<file path="config.mk">
export PLATFORM = sky130hd
export DESIGN_NAME = ods_top
export DESIGN_NICKNAME = d
export VERILOG_FILES = /design/src/core/ods_pkg.sv /design/src/core/ods_top.sv
export SDC_FILE = /design/constraint.sdc
export NUM_CORES = 1
export LEC_CHECK = 0
export ABC_AREA = 1
export BUFFER_PORTS_ARGS = -buffer_cell sky130_fd_sc_hd__buf_2
export CAP_MARGIN = 20
export CORE_UTILIZATION = 30
export CTS_BUF_LIST = sky130_fd_sc_hd__clkbuf_8
export DETAILED_ROUTE_END_ITERATION = 8
export PLACE_DENSITY = 0.47
export SYNTH_ARGS = -nofsm -noshare
export SYNTH_HDL_FRONTEND = slang
export SYNTH_SLANG_ARGS = --single-unit
</file>
<file path="constraint.sdc">
create_clock -name clk_i -period 3.2 [get_ports clk_i]
set_input_delay 0.32 -clock clk_i [delete_from_list [all_inputs] [get_ports clk_i]]
set_output_delay 0.32 -clock clk_i [all_outputs]
set_load 0.01 [all_outputs]
</file>
<file path="src/core/ods_pkg.sv">
// package: widths, order codes, register map and states of the order control
package ods_pkg;

  // instruction format
  localparam int WORD_W    = 40;
  localparam int INSTR_W   = 20;
  localparam int ORD_W     = 8;
  localparam int ADDR_W    = 12;
  localparam int ORD_SEL_W = 6;
  localparam int LINE_N    = 36;
  localparam int NIB_HI_B  = 4;
  localparam int NIB_TOP_B = 3;

  // timing generator
  localparam int PULSE_N        = 7;
  localparam int PCNT_W         = 4;
  localparam int PASS_W         = 4;
  localparam int CLK_NS         = 100;
  localparam int FIXED_PULSE_NS = 200;
  // least time, so round up to whole cycles
  localparam int FIXED_PULSE_CYC = (FIXED_PULSE_NS + CLK_NS - 1) / CLK_NS;

  localparam logic [PULSE_N-1:0] PULSE_T1  = 7'h01;
  localparam logic [PULSE_N-1:0] PULSE_T2  = 7'h02;
  localparam logic [PULSE_N-1:0] PULSE_T3  = 7'h04;
  localparam logic [PULSE_N-1:0] PULSE_T7  = 7'h40;
  // t3, t5 and t6 may be stretched
  localparam logic [PULSE_N-1:0] PULSE_VAR = 7'h34;

  // decoder lines that have gates wired in this block
  localparam int LINE_SHIFT      = 1;
  localparam int LINE_JUMP       = 2;
  localparam int LINE_JUMP_RIGHT = 3;
  localparam int LINE_LOAD       = 4;
  localparam int LINE_REPEAT     = 5;
  localparam int LINE_DOUBLE     = 6;

  // wishbone register map, byte addresses
  localparam int WB_ADR_W = 8;
  localparam int WB_DAT_W = 32;
  localparam logic [WB_ADR_W-1:0] REG_CTRL    = 8'h00;
  localparam logic [WB_ADR_W-1:0] REG_STATUS  = 8'h04;
  localparam logic [WB_ADR_W-1:0] REG_CC      = 8'h08;
  localparam logic [WB_ADR_W-1:0] REG_IPR_LO  = 8'h0C;
  localparam logic [WB_ADR_W-1:0] REG_IPR_HI  = 8'h10;
  localparam logic [WB_ADR_W-1:0] REG_DEST_LO = 8'h14;
  localparam logic [WB_ADR_W-1:0] REG_DEST_HI = 8'h18;
  localparam logic [WB_ADR_W-1:0] REG_ACC_LO  = 8'h1C;
  localparam logic [WB_ADR_W-1:0] REG_ACC_HI  = 8'h20;
  localparam logic [WB_ADR_W-1:0] REG_LINE    = 8'h24;
  localparam int CTRL_RUN_B = 0;

  // instruction control states
  typedef enum logic [3:0] {
    SEQ_IDLE  = 4'h1,
    SEQ_FETCH = 4'h2,
    SEQ_START = 4'h4,
    SEQ_EXEC  = 4'h8
  } ods_seq_type;

endpackage

</file>
<file path="src/core/ods_top.sv">
// module: order decoder, timing pulse generator and instruction control
// What this block does
// - instruction is 20 bits, 8 order, 12 address
// - decoder uses six order bits, nibble tops ignored
// - six bits light at most one of 36 lines
// - seven pulses, four fixed, three variable
// - variable pulse lasts until its operation completes
// - memory access waits for memory's current cycle
// - pulse sequence repeats as often as order needs
// - simple orders end the sequence early
// - actions are static order line AND pulse
// - shift order: first pulse clears destination
// - second pulse sets destination from accumulator
// - fetch clears pair register, reads counter address
// - left half first, then right half
// - start signal begins each instruction's pulses
// - transfer abandons pair, fetches target pair
// - right-half transfer skips fetched left instruction
// - control counter advances once per pair
// - wait for finish before next instruction
// - order gate sets jump pending flag
// - order gate sets jump right half flag
// - repeat input reruns the pulse sequence
// - toggle signal runs sequence exactly twice
`timescale 1ns/1ns
module ods_top
  import ods_pkg::*;
#(
  parameter int PULSE_CYC = FIXED_PULSE_CYC
) (
  input  wire logic                clk_i,
  input  wire logic                rst_i,
  input  wire logic                wb_cyc_i,
  input  wire logic                wb_stb_i,
  input  wire logic                wb_we_i,
  input  wire logic [WB_ADR_W-1:0] wb_adr_i,
  input  wire logic [3:0]          wb_sel_i,
  input  wire logic [WB_DAT_W-1:0] wb_dat_i,
  output logic                     wb_ack_o,
  output logic      [WB_DAT_W-1:0] wb_dat_o,
  input  wire logic                mem_done_i,
  input  wire logic [WORD_W-1:0]   mem_rdata_i,
  output logic                     mem_req_o,
  output logic      [ADDR_W-1:0]   mem_addr_o,
  output logic      [LINE_N-1:0]   order_line_o,
  output logic      [PULSE_N-1:0]  timing_pulse_o,
  output logic                     finish_o
);

  typedef struct packed {
    ods_seq_type         seq;
    logic                run;
    logic [ADDR_W-1:0]   cc;
    logic [WORD_W-1:0]   ipr;
    logic                right_half;
    logic                jump;
    logic                jump_right;
    logic [ADDR_W-1:0]   target;
    logic [LINE_N-1:0]   line;
    logic [PULSE_N-1:0]  pulse;
    logic [PCNT_W-1:0]   pcnt;
    logic [PASS_W-1:0]   pass;
    logic                toggle;
    logic                finish;
    logic                mem_req;
    logic                mem_fetch;
    logic [ADDR_W-1:0]   mem_addr;
    logic                load_done;
    logic                done_s1;
    logic                done_s2;
    logic [WORD_W-1:0]   rd_s1;
    logic [WORD_W-1:0]   rd_s2;
    logic [WORD_W-1:0]   dest;
    logic [WORD_W-1:0]   acc;
    logic                ack;
    logic [WB_DAT_W-1:0] dat;
  } ods_state_type;

  ods_state_type r_reg;
  ods_state_type r_next;

  // top bit of each nibble is always one, so only six bits discriminate
  function automatic logic [ORD_SEL_W-1:0] order_sel(
    input logic [INSTR_W-1:0] ins
  );
    logic [ORD_W-1:0] ord;
    ord = ins[INSTR_W-1 -: ORD_W];
    order_sel = {ord[NIB_HI_B+NIB_TOP_B-1:NIB_HI_B],
                 ord[NIB_TOP_B-1:0]};
  endfunction

  // 36 coincidence gates; patterns past the last gate light nothing
  function automatic logic [LINE_N-1:0] decode_line(
    input logic [ORD_SEL_W-1:0] sel
  );
    decode_line = '0;
    for (int i = 0; i < LINE_N; i++) begin
      if (sel == ORD_SEL_W'(i)) begin
        decode_line[i] = 1'b1;
      end
    end
  endfunction

  // simple orders stop after their last useful pulse
  function automatic logic [PULSE_N-1:0] last_pulse(
    input logic [LINE_N-1:0] line
  );
    if (line[LINE_JUMP] || line[LINE_JUMP_RIGHT]) begin
      last_pulse = PULSE_T1;
    end else if (line[LINE_SHIFT] || line[LINE_REPEAT] ||
                 line[LINE_DOUBLE]) begin
      last_pulse = PULSE_T2;
    end else if (line[LINE_LOAD]) begin
      last_pulse = PULSE_T3;
    end else begin
      last_pulse = PULSE_T7;
    end
  endfunction

  // byte lane merge for wishbone writes
  function automatic logic [WB_DAT_W-1:0] merge(
    input logic [WB_DAT_W-1:0] old,
    input logic [WB_DAT_W-1:0] wd,
    input logic [3:0]          sel
  );
    merge = old;
    for (int b = 0; b < 4; b++) begin
      if (sel[b]) begin
        merge[b*8 +: 8] = wd[b*8 +: 8];
      end
    end
  endfunction

  logic [INSTR_W-1:0]  cur_instr;
  logic [ADDR_W-1:0]   cur_addr;
  logic                hold;
  logic                cycle_in;
  logic [WB_DAT_W-1:0] status_word;

  // current half of the pair feeds decoder and address path
  assign cur_instr = r_reg.right_half ? r_reg.ipr[INSTR_W-1:0]
                                      : r_reg.ipr[WORD_W-1:INSTR_W];
  assign cur_addr  = cur_instr[ADDR_W-1:0];

  // a variable pulse stays on while its memory action is open
  assign hold = (|(r_reg.pulse & PULSE_VAR)) &&
                r_reg.line[LINE_LOAD] && !r_reg.load_done;

  // rerun request: counted repeat or the one-shot double toggle
  assign cycle_in = (r_reg.line[LINE_REPEAT] &&
                     r_reg.pass < cur_addr[PASS_W-1:0]) ||
                    (r_reg.line[LINE_DOUBLE] && !r_reg.toggle);

  assign status_word = WB_DAT_W'({r_reg.mem_req, r_reg.right_half,
                                  r_reg.jump_right, r_reg.jump,
                                  r_reg.pulse, r_reg.seq});

  // next state of the whole block
  always_comb begin
    r_next        = r_reg;
    r_next.finish = 1'b0;
    r_next.ack    = 1'b0;

    // memory handshake and data come from a self-timed unit
    r_next.done_s1 = mem_done_i;
    r_next.done_s2 = r_reg.done_s1;
    r_next.rd_s1   = mem_rdata_i;
    r_next.rd_s2   = r_reg.rd_s1;

    // decoder output is registered, then held static for the gates
    r_next.line = decode_line(order_sel(cur_instr));

    // wishbone slave, one wait state, unmapped reads give zero
    // a read is latched when taken; a write lands where ack is seen
    if (wb_cyc_i && wb_stb_i) begin
      if (!r_reg.ack) begin
        r_next.ack = 1'b1;
      end
      if (wb_we_i && r_reg.ack) begin
        case (wb_adr_i)
          REG_CTRL: begin
            if (wb_sel_i[0]) begin
              r_next.run = wb_dat_i[CTRL_RUN_B];
            end
          end
          REG_CC: begin
            if (r_reg.seq == SEQ_IDLE) begin
              r_next.cc = ADDR_W'(merge(WB_DAT_W'(r_reg.cc), wb_dat_i,
                                        wb_sel_i));
            end
          end
          REG_ACC_LO: begin
            if (r_reg.seq == SEQ_IDLE) begin
              r_next.acc[WB_DAT_W-1:0] =
                merge(r_reg.acc[WB_DAT_W-1:0], wb_dat_i, wb_sel_i);
            end
          end
          REG_ACC_HI: begin
            if (r_reg.seq == SEQ_IDLE) begin
              r_next.acc[WORD_W-1:WB_DAT_W] = (WORD_W - WB_DAT_W)'(
                merge(WB_DAT_W'(r_reg.acc[WORD_W-1:WB_DAT_W]),
                      wb_dat_i, wb_sel_i));
            end
          end
          default: begin
          end
        endcase
      end else if (!wb_we_i && !r_reg.ack) begin
        case (wb_adr_i)
          REG_CTRL:    r_next.dat = WB_DAT_W'(r_reg.run);
          REG_STATUS:  r_next.dat = status_word;
          REG_CC:      r_next.dat = WB_DAT_W'(r_reg.cc);
          REG_IPR_LO:  r_next.dat = WB_DAT_W'(r_reg.ipr[INSTR_W-1:0]);
          REG_IPR_HI:  r_next.dat = WB_DAT_W'(r_reg.ipr[WORD_W-1:INSTR_W]);
          REG_DEST_LO: r_next.dat = r_reg.dest[WB_DAT_W-1:0];
          REG_DEST_HI: r_next.dat = WB_DAT_W'(r_reg.dest[WORD_W-1:WB_DAT_W]);
          REG_ACC_LO:  r_next.dat = r_reg.acc[WB_DAT_W-1:0];
          REG_ACC_HI:  r_next.dat = WB_DAT_W'(r_reg.acc[WORD_W-1:WB_DAT_W]);
          REG_LINE:    r_next.dat = WB_DAT_W'(r_reg.line);
          default:     r_next.dat = '0;
        endcase
      end
    end

    // memory answer; req drops and waits for done to fall again
    if (r_reg.mem_req && r_reg.done_s2) begin
      r_next.mem_req = 1'b0;
      if (r_reg.mem_fetch) begin
        r_next.ipr        = r_reg.rd_s2;
        r_next.cc         = r_reg.cc + 1'b1;
        r_next.right_half = r_reg.jump_right;
        r_next.jump       = 1'b0;
        r_next.jump_right = 1'b0;
        r_next.seq        = SEQ_START;
      end else begin
        r_next.acc       = r_reg.rd_s2;
        r_next.load_done = 1'b1;
      end
    end

    // instruction control
    case (r_reg.seq)
      SEQ_IDLE: begin
        if (r_reg.run) begin
          r_next.seq = SEQ_FETCH;
          r_next.ipr = '0;
        end
      end
      SEQ_FETCH: begin
        // no new access until the memory has closed its last one
        if (!r_reg.mem_req && !r_reg.done_s2) begin
          r_next.mem_req   = 1'b1;
          r_next.mem_fetch = 1'b1;
          r_next.mem_addr  = r_reg.cc;
        end
      end
      SEQ_START: begin
        r_next.seq       = SEQ_EXEC;
        r_next.pulse     = PULSE_T1;
        r_next.pcnt      = '0;
        r_next.pass      = '0;
        r_next.toggle    = 1'b0;
        r_next.load_done = 1'b0;
      end
      SEQ_EXEC: begin
        if (r_reg.finish) begin
          if (r_reg.jump) begin
            r_next.cc  = r_reg.target;
            if (r_reg.run) begin
              r_next.seq = SEQ_FETCH;
              r_next.ipr = '0;
            end else begin
              // a stop request must also end a transfer loop
              r_next.seq = SEQ_IDLE;
            end
          end else if (!r_reg.right_half) begin
            r_next.right_half = 1'b1;
            r_next.seq        = SEQ_START;
          end else if (r_reg.run) begin
            r_next.seq = SEQ_FETCH;
            r_next.ipr = '0;
          end else begin
            r_next.seq = SEQ_IDLE;
          end
        end
      end
      default: begin
        r_next.seq = SEQ_IDLE;
      end
    endcase

    // order gates: static decoder line AND one timed pulse
    if (r_reg.pulse != '0) begin
      if (r_reg.line[LINE_SHIFT] && r_reg.pulse[0]) begin
        r_next.dest = '0;
      end
      if (r_reg.line[LINE_SHIFT] && r_reg.pulse[1]) begin
        r_next.dest = r_reg.dest | (r_reg.acc << 1);
      end
      // accumulator shift once per pass, on the pulse's first cycle
      if ((r_reg.line[LINE_REPEAT] || r_reg.line[LINE_DOUBLE]) &&
          r_reg.pulse[1] && r_reg.pcnt == '0) begin
        r_next.acc = r_reg.acc << 1;
      end
      if (r_reg.line[LINE_JUMP] && r_reg.pulse[0]) begin
        r_next.jump   = 1'b1;
        r_next.target = cur_addr;
      end
      if (r_reg.line[LINE_JUMP_RIGHT] && r_reg.pulse[0]) begin
        r_next.jump       = 1'b1;
        r_next.jump_right = 1'b1;
        r_next.target     = cur_addr;
      end
      if (r_reg.line[LINE_LOAD] && r_reg.pulse[2] && !r_reg.mem_req &&
          !r_reg.load_done && !r_reg.done_s2) begin
        r_next.mem_req   = 1'b1;
        r_next.mem_fetch = 1'b0;
        r_next.mem_addr  = cur_addr;
      end

      // pulse stepping: fixed length, stretched while held
      if (r_reg.pcnt != PCNT_W'(PULSE_CYC - 1)) begin
        r_next.pcnt = r_reg.pcnt + 1'b1;
      end else if (!hold) begin
        r_next.pcnt = '0;
        if ((r_reg.pulse & last_pulse(r_reg.line)) != '0) begin
          if (cycle_in) begin
            r_next.pulse     = PULSE_T1;
            r_next.pass      = r_reg.pass + 1'b1;
            r_next.toggle    = 1'b1;
            r_next.load_done = 1'b0;
          end else begin
            r_next.pulse  = '0;
            r_next.finish = 1'b1;
          end
        end else begin
          r_next.pulse = r_reg.pulse << 1;
        end
      end
    end
  end

  // single state register; reset leaves the machine idle
  always_ff @(posedge clk_i) begin
    if (rst_i) begin
      r_reg     <= '0;
      r_reg.seq <= SEQ_IDLE;
    end else begin
      r_reg <= r_next;
    end
  end

  assign wb_ack_o       = r_reg.ack;
  assign wb_dat_o       = r_reg.dat;
  assign mem_req_o      = r_reg.mem_req;
  assign mem_addr_o     = r_reg.mem_addr;
  assign order_line_o   = r_reg.line;
  assign timing_pulse_o = r_reg.pulse;
  assign finish_o       = r_reg.finish;
endmodule

</file>
* After elaboration in Yosys (flattened, before gate mapping)
Cells that the tools add are included.
Word-level totals: bits in registers 335, input port bits 90, output and inout bits 90
Cells by class: add/sub/neg operators 3, order comparisons 1, equality and inequality tests 49, multiplexer cells 116, bitwise operators 6, reduce and logical (&&, ||, !) cells 44
Operator list (count):
- $mux W40 | 10
- $pmux W32 S10 | 1
- $mux W32 | 5
- $mux W55 | 2
- $eq A6 B5 Y1 const B | 16
- $mux W12 | 7
- $pmux W40 S2 | 1
- $mux W73 | 1
- $mux W14 | 5
- $mux W8 | 8
- $mux W7 | 8
- $mux W53 | 1
- $mux W1 | 51
- $eq A6 B4 Y1 const B | 8
- $or A40 B40 Y40 | 1
- $eq A8 B5 Y1 const B | 4
- $mux W4 | 8
- $eq A6 B3 Y1 const B | 4
- $eq A6 B6 Y1 const B | 4
- $logic_and A1 B1 Y1 | 19
- $mux W19 | 1
- $mux W17 | 1
- $eq A8 B4 Y1 const B | 2
- $eq A8 B6 Y1 const B | 2
- other kinds (31) | 49

* Logic depth before layout (Yosys ltp)
depth after elaboration 13, mapped depth 13, gate-level depth less buffers 13

* Worst setup path after synthesis
Ideal clock, no wire load.
path type register -> register, start point reg r_reg[277] (netlist name), end point reg r_reg[214] (netlist name), arrival time 1.719 ns, data required time 3.087 ns, path slack 1.368 ns, stages on the path, launching flop included 10, cells stage by stage dfxtp_1 buf_2 o21ai_0 ha_1 a211oi_1 nand2_1 nand2_1 nand2_2 nor2_1 nor2_1
On the way: longest elaborated chain between the ends 9
Ends and longest elaborated chain:
- start, declared | RTL line ods_top.sv:79 | ods_state_type r_reg;
- start signal, assigned | RTL line ods_top.sv:349 | r_reg <= r_next;
- $mux W19 | RTL line ods_top.sv:141 | assign cur_instr = r_reg.right_half ? r_reg.ipr[INSTR_W-1:0]
- $lt A4 B4 Y1 | RTL line ods_top.sv:151 | r_reg.pass < cur_addr[PASS_W-1:0]) ||
- $logic_and A1 B1 Y1 | RTL line ods_top.sv:150 | assign cycle_in = (r_reg.line[LINE_REPEAT] &&
- $logic_or A1 B1 Y1 | RTL line ods_top.sv:151
- $mux W5 | RTL line ods_top.sv:327 | if (cycle_in) begin
- $mux W6 | RTL line ods_top.sv:326 | if ((r_reg.pulse & last_pulse(r_reg.line)) != '0) begin
- $mux W17 | RTL line ods_top.sv:324 | end else if (!hold) begin
- $mux W6 | RTL line ods_top.sv:322 | if (r_reg.pcnt != PCNT_W'(PULSE_CYC - 1)) begin
- $mux W32 | RTL line ods_top.sv:293 | if (r_reg.pulse != '0) begin
Every way passes these cells. A chain may end at the register's enable or synchronous reset.

* Worst setup path after layout
start point reg r_reg[216] (netlist name), end point reg r_reg[57] (netlist name)
On the way: longest elaborated chain between the ends 4
Ends and longest elaborated chain:
- $logic_not A4 Y1 | RTL line ods_top.sv:302 | r_reg.pulse[1] && r_reg.pcnt == '0) begin
- $logic_and A1 B1 Y1 | RTL line ods_top.sv:302
- $mux W40 | RTL line ods_top.sv:301 | if ((r_reg.line[LINE_REPEAT] || r_reg.line[LINE_DOUBLE]) &&
- $mux W40 | RTL line ods_top.sv:293
Every way passes these cells.

==> reports/results.txt <==
via count -> 14037
Worst-path clk slew -> 0.06 ns
Hold WS -> 0.0607 ns
clk sinks -> 334
most frequent CP cell -> o21ai_0
Worst Path Required -> 3.79 ns
largest net degree at the start of global routing -> 83
Core ar. -> 50300 sq um
RSZ-0062 raised after global routing -> no
Yosys reg bits -> 334
clk root buf -> clkbuf_8
post-synth top area share -> 43.7%
Syn Nets -> 2238
DR pass1 iterations -> 6
GRT Overall Usage -> 20.5%
ys flop type -> dfxtp_1
nets -> 2373
setup_tns -> 0 ns
Final WS setup -> 0.877 ns
Mapped Avg Cell Area -> 7.15 sq um
wire length per cell -> 18.1 microns
worst slew pin tran -> 0.953 ns
R2R setup slack -> 0.88 ns
Final ANT Viol Nets -> 0
max_slew headroom -> 36.5%
share of layout cells above drive strength 1 -> 16.6%
Post-Syn Instances -> 2140
post-synthesis cell type count -> 44
leading cell type in the layout, fill and taps excluded -> nand2_1
crit-path cells -> inv_1, ha_1, nand2_1, or3_1, nand2_4, inv_4, o21ai_0, o21ai_0
commonest cells after routing, fill and taps aside -> 463 x nand2_1, 334 x dfxtp_1, 280 x nor2_1, 228 x inv_1, 187 x nand3_1
YS warnings -> 0
PortBufs -> 179
top cells by area, synth -> dfxtp_1 44%, nand2_1 11%, nor2_1 6.9%
Worst-Skew Late Latency -> 0.70 ns
Largest register FFs -> 203
Die ar. -> 51900 sq um
status -> finished, final reports clean
final setup vio count -> 0
DRC -> 0
Worst EP arrival -> 2.91 ns
Setup Buffers After CTS -> 0
ys async rst share -> 0%
antenna cell count -> 0
Synth Cell Area -> 15300 sq um
sequential element share of the synthesized area -> 43.7%
Crit Path Class -> reg -> reg
H-Tree Depth -> 2
Syn-to-layout area delta -> 17.1%
first-pass GRT wire length -> 82.3 mm
Die Y -> 228 microns
I/O Pins -> 180
Setup crit end kind -> flip-flop
Period minus WS final -> 2.32 ns
Post-Route Skew -> 0.0588 ns
Worst R2R Path Depth -> 8
Place WS -> 0.757 ns
peak supply drop -> 279 uV
clk buf depth -> 3
drt initial violations -> 1098
Power Density -> 493 nW/um^2
Max Slew Vio Count -> 0
Crit path largest cell delay -> 0.73 ns
via/cell ratio -> 4.69
initial antenna violation count -> 0
EDFF count, synth -> 0
Worst Hold Launch -> wb_sel_i[0]
# hold bufs at CTS -> 54
CTS tree -> yes
final WL -> 54.2 mm
die width -> 228 microns
period utilisation layout -> 72.6%
gr ovfl total -> 0
Hold Vio Cnt, Final -> 0
area leader, netlist -> dfxtp_1
Final HPWL DP -> 39.7 mm
Max Cap Viol -> 0
Hold Path Depth -> 3
CP Max Fanout -> 28
Starting Density -> 30.5%
reg2reg end -> r_reg[57]
Reg2Reg Launch Point -> r_reg[216]
Leak -> 7.88 nW
f_max -> 430 MHz
Hold EP -> r_reg[330]
Critical-path top delay cell -> or3_1
number of buffers created by CTS -> 59
Worst Hold Class -> in -> reg
Post-CTS Resized -> 0
FP Rows -> 82
number of global-route vias before repair -> 13346
Setup crit start kind -> flip-flop
Routability Congestion -> 0.884
[routing by layer]
layer | vias to the layer above | track usage [%] | share of wire (%)
met3 | 98 | 3.65 | 6.1
met5 | - | 0 | 0
met1 | 6479 | 28.8 | 48
met4 | 0 | 8.01 | 3.3
li1 | 7000 | - | -
met2 | 460 | 31.0 | 43
[power breakdown]
part           switching [mW]  leakage [nW]  internal [mW]
clock network            1.86         0.719           2.38
logic                   0.235          4.46          0.137
registers              0.0268          2.71           4.21
[cell type report]
type                            count  area (sq um)
Clock buffer                       73          1000
Clock inverter                     32           258
Fill cell                        5428         32300
Inverter                          226           851
Multi-Input combinational cell   1387          6580
Sequential cell                   334          6690
Tap cell                          672           841
Timing Repair Buffer              267          1710
[worst max-delay path, delay by kind of cell (launching register included)]
kind,cells,cell delay [ns]
AO/OA/AOI/OAI,2,0.36
adder cells (fa/ha/maj),1,0.20
buffers and inverters,2,0.39
flip-flops,1,0.42
AND/OR/NAND/NOR,3,0.87
[cells in the mapped netlist, types with 4 or more instances]
cell type	instances
a211oi_1	13
a21oi_1	139
buf_1	5
buf_2	27
buf_4	99
buf_6	12
clkbuf_1	50
dfxtp_1	334
ha_1	8
inv_1	212
inv_2	11
mux2i_1	22
nand2_1	463
nand2_2	5
nand3_1	187
nand4_1	5
nor2_1	282
nor2_2	41
nor2_4	5
nor3_1	8
o211ai_1	25
o211ai_2	4
o21a_1	8
o21ai_0	129
o21ai_1	11
or2_0	4
[stage by stage]
step	std cells	power (mW)	utilization, %	area [sq um]
floorplan	2140	4.50	-	15300
detailed placement	2832	4.65	32.1	16100
CTS	2991	8.97	35.7	17900
finish	2991	8.85	35.7	17900
global placement	2832	4.65	32.1	16100
global route	2991	9.20	35.7	17900
[worst max path at each step]
stage,start,endpoint,slack (ns),cells after the start
floorplan,r_reg[277],r_reg[214],1.37,9
global placement,wb_adr_i[6],r_reg[49],0.77,10
detailed placement,wb_adr_i[6],r_reg[49],0.76,10
CTS,r_reg[216],r_reg[57],0.91,8
global route,r_reg[216],r_reg[57],0.74,8
finish,r_reg[216],r_reg[57],0.88,8
[logic make-up after synthesis]
group / after synthesis / share of synthesized area, %
AND/OR/NAND/NOR: 1019 / 28.6
buffers and inverters: 419 / 13.5
AO/OA/AOI/OAI: 334 / 11.9
flip-flops: 334 / 43.7
multiplexers: 22 / 1.44
adder cells (fa/ha/maj): 8 / 0.654
XOR/XNOR: 4 / 0.229
Note: power is estimated with default switching activity, not from simulation.
